File: config.mk
export PLATFORM = sky130hd
export DESIGN_NAME = eprom_prog_host
export DESIGN_NICKNAME = d
export VERILOG_FILES = /design/src/core/eprom_prog_pkg.sv /design/src/core/eprom_prog_host.sv
export VERILOG_INCLUDE_DIRS = /design/src /design/src/core
export SDC_FILE = /design/constraint.sdc
export NUM_CORES = 1
export LEC_CHECK = 0
export ABC_AREA = 1
export BUFFER_PORTS_ARGS = -buffer_cell sky130_fd_sc_hd__buf_2
export CAP_MARGIN = 20
export CORE_MARGIN = 4
export CORE_UTILIZATION = 35
export CTS_CLUSTER_SIZE = 12
export DETAILED_ROUTE_END_ITERATION = 7
export PLACE_DENSITY = 0.52
export SLEW_MARGIN = 0
export SYNTH_ARGS = -nofsm -noshare
export SYNTH_HDL_FRONTEND = slang
export SYNTH_SLANG_ARGS = --single-unit
File: constraint.sdc
create_clock -name i_clk -period 4.34 [get_ports i_clk]
set_input_delay 0 -clock i_clk [delete_from_list [all_inputs] [get_ports i_clk]]
set_output_delay 0 -clock i_clk [all_outputs]
set_load 0.02 [all_outputs]
File: src/core/eprom_prog_map.svh
`ifndef EPROM_PROG_MAP_SVH
`define EPROM_PROG_MAP_SVH
// clock and pin timing, in nanoseconds as printed
`define CLK_PERIOD_NS 25
`define T_FAST_PULSE_NS 100000
`define T_INT_PULSE_NS 1000000
`define T_OVP_PULSE_NS 2000000
`define T_SETUP_NS 2000
`define T_DATA_HOLD_NS 2000
`define T_DV_NS 250
`define T_ACC_NS 150
// extra cycles for the two-flop data synchroniser plus margin
`define SYNC_CYC 3
// pulse budgets per address
`define FAST_MAX_PULSES 5'h19
`define INT_MAX_PULSES 5'h19
// array shape and erased contents
`define ADDR_W 17
`define DATA_W 8
`define ERASED_BYTE 8'hFF
`endif

File: src/core/eprom_prog_pkg.sv
`include "eprom_prog_map.svh"
package eprom_prog_pkg;
  typedef enum logic [1:0] {OP_READ, OP_VERIFY, OP_PROGRAM} op_t;
  typedef enum logic {ALG_FAST, ALG_INTERACTIVE} alg_t;
  typedef struct packed {
    op_t op;
    alg_t alg;
    logic [`ADDR_W-1:0] addr;
    logic [`DATA_W-1:0] data;
  } cmd_t;
  typedef struct packed {
    logic ce_n;
    logic oe_n;
    logic program_strobe_n;
    logic vpp_high;
    logic vcc_raise;
  } pin_ctl_t;
endpackage

File: src/core/eprom_prog_host.sv
// What this block does
// - program mode: supply high, output gate high, chip select and strobe low
// - byte to write driven on all eight data lines during programming
// - interactive: one short pulse, then read back and compare
// - interactive: retry same address until verified or pulse budget spent
// - interactive: one overprogram pulse per location after it verifies
// - interactive: final verify of array at nominal supply
// - fast: stable address and data, then one 100 us strobe pulse
// - fast: retry on failed readback, at most 25 pulses per address
// - fast: final verify of every address at nominal supply
// - verify: select and gate low, strobe high, supplies at nominal
`include "eprom_prog_map.svh"
module eprom_prog_host #(
  parameter int unsigned INT_PULSE_CYC = `T_INT_PULSE_NS / `CLK_PERIOD_NS,
  parameter int unsigned OVP_PULSE_CYC = `T_OVP_PULSE_NS / `CLK_PERIOD_NS
) (
  input wire logic i_clk,
  input wire logic i_rst_n,
  input wire logic i_cmd_valid,
  input wire eprom_prog_pkg::cmd_t i_cmd,
  output logic o_busy,
  output logic o_done,
  output logic o_fail,
  output logic [`DATA_W-1:0] o_rdata,
  output eprom_prog_pkg::pin_ctl_t o_pins,
  output logic [`ADDR_W-1:0] o_address_lines,
  input wire logic [`DATA_W-1:0] i_data_lines,
  output logic [`DATA_W-1:0] o_data_lines,
  output logic o_data_lines_oe_n
);
  localparam logic [16:0] FAST_CYC = 17'(`T_FAST_PULSE_NS / `CLK_PERIOD_NS);
  localparam logic [16:0] INT_CYC = 17'(INT_PULSE_CYC);
  localparam logic [16:0] OVP_CYC = 17'(OVP_PULSE_CYC);
  localparam logic [16:0] SETUP_CYC = 17'((`T_SETUP_NS + `CLK_PERIOD_NS - 1) / `CLK_PERIOD_NS);
  localparam logic [16:0] HOLD_CYC = 17'((`T_DATA_HOLD_NS + `CLK_PERIOD_NS - 1) / `CLK_PERIOD_NS);
  localparam logic [16:0] DV_CYC = 17'((`T_DV_NS + `CLK_PERIOD_NS - 1) / `CLK_PERIOD_NS + `SYNC_CYC);
  localparam logic [16:0] ACC_CYC = 17'((`T_ACC_NS + `CLK_PERIOD_NS - 1) / `CLK_PERIOD_NS + `SYNC_CYC);

  typedef enum logic [2:0] {S_IDLE, S_SETUP, S_PULSE, S_HOLD, S_VWAIT, S_READ, S_END} state_t;

  state_t state;
  eprom_prog_pkg::cmd_t cmd;
  logic [16:0] cnt;
  logic [4:0] pulses;
  logic ovp;
  logic [`DATA_W-1:0] data_meta;
  logic [`DATA_W-1:0] data_sync;
  logic [`DATA_W-1:0] rd;
  logic [4:0] max_pulses;
  logic cnt_done;

  // data pins come from another party: two flops before any use
  always_ff @(posedge i_clk) begin
    if (!i_rst_n) begin
      data_meta <= 8'h00;
      data_sync <= 8'h00;
    end else begin
      data_meta <= i_data_lines;
      data_sync <= data_meta;
    end
  end

  assign rd = data_sync;
  assign cnt_done = (cnt == 17'h00000);
  assign max_pulses = (cmd.alg == eprom_prog_pkg::ALG_FAST) ? `FAST_MAX_PULSES : `INT_MAX_PULSES;

  // sequencer: pin levels, timers and pulse budget move together
  always_ff @(posedge i_clk) begin
    if (!i_rst_n) begin
      state <= S_IDLE;
      cmd <= '0;
      cnt <= 17'h00000;
      pulses <= 5'h00;
      ovp <= 1'b0;
      o_busy <= 1'b0;
      o_done <= 1'b0;
      o_fail <= 1'b0;
      o_rdata <= `ERASED_BYTE;
      o_pins <= 5'h1C; // deselected, gate high, strobe high, supplies nominal
      o_address_lines <= 17'h00000;
      o_data_lines <= `ERASED_BYTE;
      o_data_lines_oe_n <= 1'b1;
    end else begin
      o_done <= 1'b0;
      if (!cnt_done) begin
        cnt <= cnt - 17'h00001;
      end
      case (state)
        S_IDLE: begin
          if (i_cmd_valid) begin
            cmd <= i_cmd;
            o_busy <= 1'b1;
            o_fail <= 1'b0;
            pulses <= 5'h00;
            ovp <= 1'b0;
            o_address_lines <= i_cmd.addr;
            o_pins.ce_n <= 1'b0;
            if (i_cmd.op == eprom_prog_pkg::OP_PROGRAM) begin
              // raised supplies, gate high, byte on the pins before strobing
              o_pins.vpp_high <= 1'b1;
              o_pins.vcc_raise <= 1'b1;
              o_pins.oe_n <= 1'b1;
              o_data_lines <= i_cmd.data;
              o_data_lines_oe_n <= 1'b0;
              cnt <= SETUP_CYC - 17'h00001;
              state <= S_SETUP;
            end else begin
              // read and final verify run at nominal supply
              o_pins.vpp_high <= 1'b0;
              o_pins.vcc_raise <= 1'b0;
              o_pins.oe_n <= 1'b0;
              cnt <= ACC_CYC - 17'h00001;
              state <= S_READ;
            end
          end
        end
        S_SETUP: begin
          if (cnt_done) begin
            o_pins.program_strobe_n <= 1'b0;
            if (!ovp) begin
              pulses <= pulses + 5'h01;
            end
            if (ovp) begin
              cnt <= OVP_CYC - 17'h00001;
            end else if (cmd.alg == eprom_prog_pkg::ALG_FAST) begin
              cnt <= FAST_CYC - 17'h00001;
            end else begin
              cnt <= INT_CYC - 17'h00001;
            end
            state <= S_PULSE;
          end
        end
        S_PULSE: begin
          if (cnt_done) begin
            o_pins.program_strobe_n <= 1'b1;
            cnt <= HOLD_CYC - 17'h00001;
            state <= S_HOLD;
          end
        end
        S_HOLD: begin
          if (cnt_done) begin
            o_data_lines_oe_n <= 1'b1; // release in the same cycle the output gate goes low for readback
            if (ovp) begin
              state <= S_END;
            end else begin
              o_pins.oe_n <= 1'b0;
              cnt <= DV_CYC - 17'h00001;
              state <= S_VWAIT;
            end
          end
        end
        S_VWAIT: begin
          if (cnt_done) begin
            o_rdata <= rd;
            o_pins.oe_n <= 1'b1;
            if (rd == cmd.data) begin
              if (cmd.alg == eprom_prog_pkg::ALG_INTERACTIVE) begin
                ovp <= 1'b1;
                o_data_lines_oe_n <= 1'b0;
                cnt <= SETUP_CYC - 17'h00001;
                state <= S_SETUP;
              end else begin
                state <= S_END;
              end
            end else if (((~rd) & cmd.data) != 8'h00 || pulses == max_pulses) begin
              // a zero cannot return to one, and a spent budget will not help
              o_fail <= 1'b1;
              state <= S_END;
            end else begin
              o_data_lines_oe_n <= 1'b0;
              cnt <= SETUP_CYC - 17'h00001;
              state <= S_SETUP;
            end
          end
        end
        S_READ: begin
          if (cnt_done) begin
            o_rdata <= rd;
            o_fail <= (cmd.op == eprom_prog_pkg::OP_VERIFY) && (rd != cmd.data);
            state <= S_END;
          end
        end
        S_END: begin
          // deselect so a shared bus stays inhibited between commands
          o_pins <= 5'h1C;
          o_data_lines_oe_n <= 1'b1;
          o_busy <= 1'b0;
          o_done <= 1'b1;
          state <= S_IDLE;
        end
        default: begin
          state <= S_IDLE;
        end
      endcase
    end
  end

  // helper: length of the current strobe low phase
  logic [16:0] low_cnt;
  logic [16:0] exp_cyc;
  always_ff @(posedge i_clk) begin
    if (!i_rst_n) begin
      low_cnt <= 17'h00000;
    end else if (!o_pins.program_strobe_n) begin
      low_cnt <= low_cnt + 17'h00001;
    end else begin
      low_cnt <= 17'h00000;
    end
  end
  assign exp_cyc = ovp ? OVP_CYC : ((cmd.alg == eprom_prog_pkg::ALG_FAST) ? FAST_CYC : INT_CYC);
endmodule // eprom_prog_host

== Word level (Yosys, flattened, before mapping) ==
Index checks and enable logic that the tools add are counted.

* Bits in latches: 0
* Output and inout port bits: 42
* Bits in registers: 95
* Logic and storage cells: 136
* Memories kept: 0
* Memory bits (writable): 0
* ROM bits: 0
* Input port bits: 39

* Div/mod/pow operators: 0
* Bitwise operators: 2
* Reductions and logical operators: 23
* Add/sub/neg operators: 2
* Eq/ne operators: 26
* Shift operators: 0
* Magnitude comparators: 0
* Mux-type cells: 62
* Multipliers: 0

{| class="wikitable"
|+ Operators by type and width
! operator !! number
|-
| 17-bit two-way mux || 11
|-
| 17-bit case mux with 5 select lines || 1
|-
| 3-bit two-way mux || 10
|-
| 2-bit != test, second input constant || 13
|-
| 1-bit two-way mux || 21
|-
| 3-bit case mux with 6 select lines || 1
|-
| 17-bit logical NOT || 1
|-
| 17-bit by 1-bit subtractor with 17-bit output, second input constant || 1
|-
| 16-bit two-way mux || 1
|-
| 5-bit two-way mux || 3
|-
| 6-bit AND reduction || 2
|-
| 5-bit case mux with 2 select lines || 1
|-
| 5-bit AND reduction || 2
|-
| 3-bit equality test, second input constant || 3
|-
| 8-bit bitwise AND || 1
|-
| 8-bit equality test || 1
|-
| 2-bit two-way mux || 4
|-
| 8-bit != test || 1
|-
| 8-bit inverter || 1
|-
| 1-bit case mux with 4 select lines || 2
|-
| 8-bit nonzero test || 1
|-
| 7-bit two-way mux || 1
|-
| 7-bit AND reduction || 1
|-
| 3-bit by 2-bit equality test with 1-bit output, second input constant || 2
|-
| other kinds (19) || 29
|}

== Logic depth before layout (Yosys ltp) ==
* Word-level depth: 8
* Gate-level depth with buffers: 13
* Mapped depth without buffers: 13

== Worst setup path after synthesis ==
OpenSTA, ideal clock, no wires.

* Path type: register to register
* Start: reg cnt[0]
* End: reg cnt[0]
* Clock period less this slack: 1.770 ns
* Path buffers: 1
* Arrival time: 1.650 ns
* Required time: 4.220 ns
* Slack: 2.570 ns
* Cell stages (with the launch flop): 12
* Library setup time: 0.120 ns
* Cell sequence: dfxtp_1 > inv_1 > ha_1 > nand3_2 > nor2_4 > nand2_4 > buf_2 > ha_1 > inv_1 > o22ai_1 > nor3_1 > a21oi_1

* Word-level cells in the longest chain between the ends: 6
* Elaborated cells on any way between the ends: 13
* Those cells by class: add/sub: 1; mux: 11; reduce/logical: 1

{| class="wikitable"
|+ RTL lines
! what !! RTL line !! text
|-
| from (decl) || eprom_prog_host.sv:43 || <nowiki>logic [16:0] cnt;</nowiki>
|-
| from (signal assigned) || eprom_prog_host.sv:86 || <nowiki>cnt <= cnt - 17'h00001;</nowiki>
|-
| from (signal assigned) || eprom_prog_host.sv:105 || <nowiki>cnt <= SETUP_CYC - 17'h00001;</nowiki>
|-
| from (signal assigned) || eprom_prog_host.sv:112 || <nowiki>cnt <= ACC_CYC - 17'h00001;</nowiki>
|-
| 17-bit by 1-bit subtractor with 17-bit output or 17-bit logical NOT (tied branches) || eprom_prog_host.sv:86, eprom_prog_host.sv:64 ||
|-
| 17-bit two-way mux || eprom_prog_host.sv:85 || <nowiki>if (!cnt_done) begin</nowiki>
|-
| 17-bit two-way mux (on tied branches) || eprom_prog_host.sv:165, eprom_prog_host.sv:157 ||
|-
| 17-bit two-way mux || eprom_prog_host.sv:156 || <nowiki>if (rd == cmd.data) begin</nowiki>
|-
| 17-bit two-way mux || eprom_prog_host.sv:153 || <nowiki>if (cnt_done) begin</nowiki>
|-
| 17-bit case mux with 5 select lines (*) || eprom_prog_host.sv:88 || <nowiki>case (state)</nowiki>
|}

Every way passes the cells marked *; elsewhere a longest branch is shown, timed or not.
A chain may end at the register's enable or synchronous reset.

== Final worst setup path ==
* Start: reg state[0]
* End: reg cnt[6]

* Word-level cells in the longest chain between the ends: 2
* Elaborated cells on any way between the ends: 6
* Those cells by class: eq/ne: 4; mux: 1; reduce/logical: 1

{| class="wikitable"
|+ RTL lines
! what !! RTL line !! text
|-
| from (decl) || eprom_prog_host.sv:41 || <nowiki>state_t state;</nowiki>
|-
| from (signal assigned) || eprom_prog_host.sv:70 || <nowiki>state <= S_IDLE;</nowiki>
|-
| from (signal assigned) || eprom_prog_host.sv:106 || <nowiki>state <= S_SETUP;</nowiki>
|-
| from (signal assigned) || eprom_prog_host.sv:113 || <nowiki>state <= S_READ;</nowiki>
|-
| 3-bit equality test (tied with other cells) || eprom_prog_host.sv:88 ||
|-
| 17-bit case mux with 5 select lines (*) || eprom_prog_host.sv:88 ||
|}

Marks and branches as above.

==> impl_metrics.py <==
metrics = {
    "synth": {
        "synth_nets": 697,
        "syn_area_per_cell_sq_um": 7.16,
        "netlist_area_sq_um": 4620,
        "yosysTopAreaCell": "dfxtp_1",
        "synth_cell_type_count": 36,
        "synth.top_cell.area_share_pct": 40.8,
        "ys_seq_area_share_pct": 40.8,
        "ys_ff_latch": 94,
        "synth_cells": 645,
        "yosys_warnings": 0,
        "synthTopCellsByArea": "dfxtp_1 (41%), nand2_1 (16%), inv_1 (5.2%)",
    },
    "status": {
        "status": "finished clean",
    },
    "timing": {
        "whs_ns": 0.201,
        "maxSlewViolCount": 0,
        "rsz0062_at_grt": "no",
        "max-slew-margin-rel_pct": 50.2,
        "finalSetupTns_ns": 0,
        "skew_ns": 0.00761,
        "setup-violations-final": 0,
        "period_minus_slack_ns": 2.69,
        "timing.final.crit_share_pct": 62.0,
        "hold_viol": 0,
        "timing.fmax_ghz": 0.372,
        "tightest_slew_ns": 0.744,
    },
    "critical_path": {
        "crit_slowest_cell": "nor2_1",
        "critPathLaunchType": "register",
        "path_delay_family": "simple AND/OR/NAND/NOR gates",
        "end_kind": "register",
        "critPathKind": "register to register",
        "worst-path-max-fanout": 34,
        "arrival_ns": 2.97,
        "crit_required_ns": 4.62,
        "path_cells": "nor2_4 > inv_2 > nor2_4 > nand2_2 > nor2_1 > inv_1 > nand3_1 > nor2_1 > nor2_1",
        "crit_path_frequent_cell": "nor2_1",
        "max_stage_delay_ns": 0.74,
        "path_buf_inv": 2,
    },
    "pwr": {
        "switching_share_pct": 48.3,
        "pwr-share-comb_pct": 53.9,
        "p_switching_w": 0.00205,
        "p_seq_share_pct": 28.1,
        "p_int_w": 0.00220,
        "p_clk_share_pct": 18.0,
        "p_leak_nw": 2.82,
        "peakVddDrop_v": 0.000278,
        "cellPowerDensity_nw_per_um2": 738,
    },
    "route": {
        "drtIter0Drc": 250,
        "viasPerCell": 4.68,
        "wl_per_cell_um": 13.2,
        "drc_errors": 0,
        "num_vias": 4335,
        "dr.pass1.iters": 4,
        "routed_wirelength_um": 12300,
        "ant_nets": 0,
    },
    "place": {
        "gp_congestion": 0.901,
        "dp_hpwl_um": 8980,
        "portBuffers": 80,
        "placed_area_sq_um": 5110,
    },
    "run": {
        "drv_cap": 0,
    },
    "layout": {
        "synthToLayoutAreaGrowth_pct": 24.7,
        "drive_gt1_share_pct": 20.4,
        "nets": 802,
        "finish.instance_area_sq_um": 5760,
        "diodes": 0,
    },
    "clock_network": {
        "root_buffer": "clkbuf_16",
        "numCtsBuffers": 9,
        "path_clk_slew_ns": 0.07,
        "cts_tree": "yes",
        "insertion_delay_ns": 0.35,
        "clock-sinks": 94,
        "ctsHtreeMaxLevel": 3,
        "cts_max_path_buffers": 2,
    },
    "die": {
        "die_h_um": 123,
        "die_area_sq_um": 15100,
        "row_count": 41,
        "core_sq_um": 12800,
        "ios": 81,
        "die_w_um": 123,
        "initial_core_util_pct": 36.1,
    },
    "global_routing": {
        "grt.overflow.total": 0,
        "antenna_found_initial": 0,
        "grt_pass1_vias": 4267,
        "grt_pass1_wl_um": 20500,
        "grt_start_max_net_pins": 53,
        "grt_usage_pct": 17.0,
    },
    "min_path": {
        "hp-class": "input port to register",
    },
}
layer usage:
layer,vias up,part of all wire (%),GRT usage [%]
met5,-,0,0
met4,0,1.5,4.76
met3,17,4.7,4.38
met2,100,48,28.2
met1,1955,46,21.9
li1,2263,-,-
metrics by stage:
step           util (%)  total power (W)  cells  worst slack [ns]
2_1_floorplan         -          0.00302    645              2.57
3_3_place_gp       40.0          0.00345    875              1.76
3_5_place_dp       40.0          0.00347    875              1.64
4_1_cts            45.1          0.00428    927              1.61
5_1_grt            45.1          0.00462    927              1.33
6_report           45.1          0.00425    927              1.65
cell usage after synthesis (all sizes together):
library cell / instances
nor3: 4
o21ai: 27
o211ai: 11
o22ai: 1
or2: 1
nand3b: 1
nand3: 46
a21o: 1
xor2: 5
a21oi: 46
nand2: 207
nor3b: 2
clkbuf: 11
buf: 13
ha: 13
nand4: 8
a31oi: 3
inv: 73
nor2: 76
xnor2: 1
dfxtp: 94
o2bb2ai: 1
power groups by stage:
stage               registers (W)  clock network, W  logic, W
floorplan                 0.00124                 0   0.00177
global placement          0.00121                 0   0.00224
detailed placement        0.00121                 0   0.00226
CTS                       0.00120          0.000791   0.00230
global route              0.00122          0.000819   0.00258
finish                    0.00120          0.000764   0.00229
path summary, 6_finish.rpt:
path             endpoint  slack [ns]    startpoint  cells past startpoint
max                cnt[6]        1.65      state[0]                      9
min                   ovp        0.20   i_cmd_valid                      5
max reg2reg        cnt[6]        1.65      state[0]                      9
min reg2reg  data_sync[1]        0.41  data_meta[1]                      2
sequential cells by signal (all words and copies together), names as in the netlist, 3 cells and up:
register / count
data_sync: 8
cmd: 11
o_data_lines: 8
pulses: 5
o_rdata: 8
state: 3
o_pins: 4
cnt: 17
o_address_lines: 17
data_meta: 8
kinds of logic after synthesis:
kind of cell	synth area share, %
adders and majority gates	3.52
xor gates and xnor gates	1.14
AOI/OAI and AO/OA	11.3
DFF	40.8
and+or+nand+nor	34.4
buffers and inverters	8.86
cell type report:
class	instances	area, sq um
Clock buffer	9	225
Clock inverter	7	57.6
Fill cell	1300	7020
Inverter	73	274
Multi-Input combinational cell	454	2330
Sequential cell	94	1880
Tap cell	172	215
Timing Repair Buffer	118	776
cell usage in the layout, fill, tap and decap left out, types with 10 or more instances in the layout:
cell / synthesis / final
o21ai_0: 17 / 17
inv_1: 64 / 64
a21oi_1: 42 / 42
nor2_1: 62 / 62
o211ai_1: 11 / 11
nand3_1: 40 / 40
nand2_2: 10 / 10
buf_2: 6 / 80
nand2_1: 191 / 191
ha_1: 13 / 13
dfxtp_1: 94 / 94
dlygate4sd3_1: 0 / 36
worst reg2reg max path: stages, from the launching register on:
cell and delay, ns:
dfxtp_1 0.45, nor2_4 0.20, inv_2 0.06, nor2_4 0.11, nand2_2 0.39, nor2_1 0.74, inv_1 0.36, nand3_1 0.17
nor2_1 0.05, nor2_1 0.08
what timing repair did:
item                      in CTS  in global routing
resized for setup              0                  0
hold buffers                  36                  0
buffers inserted               0                  0
hold endpoints to repair      44                  0
(Power assumes the default switching activity.)
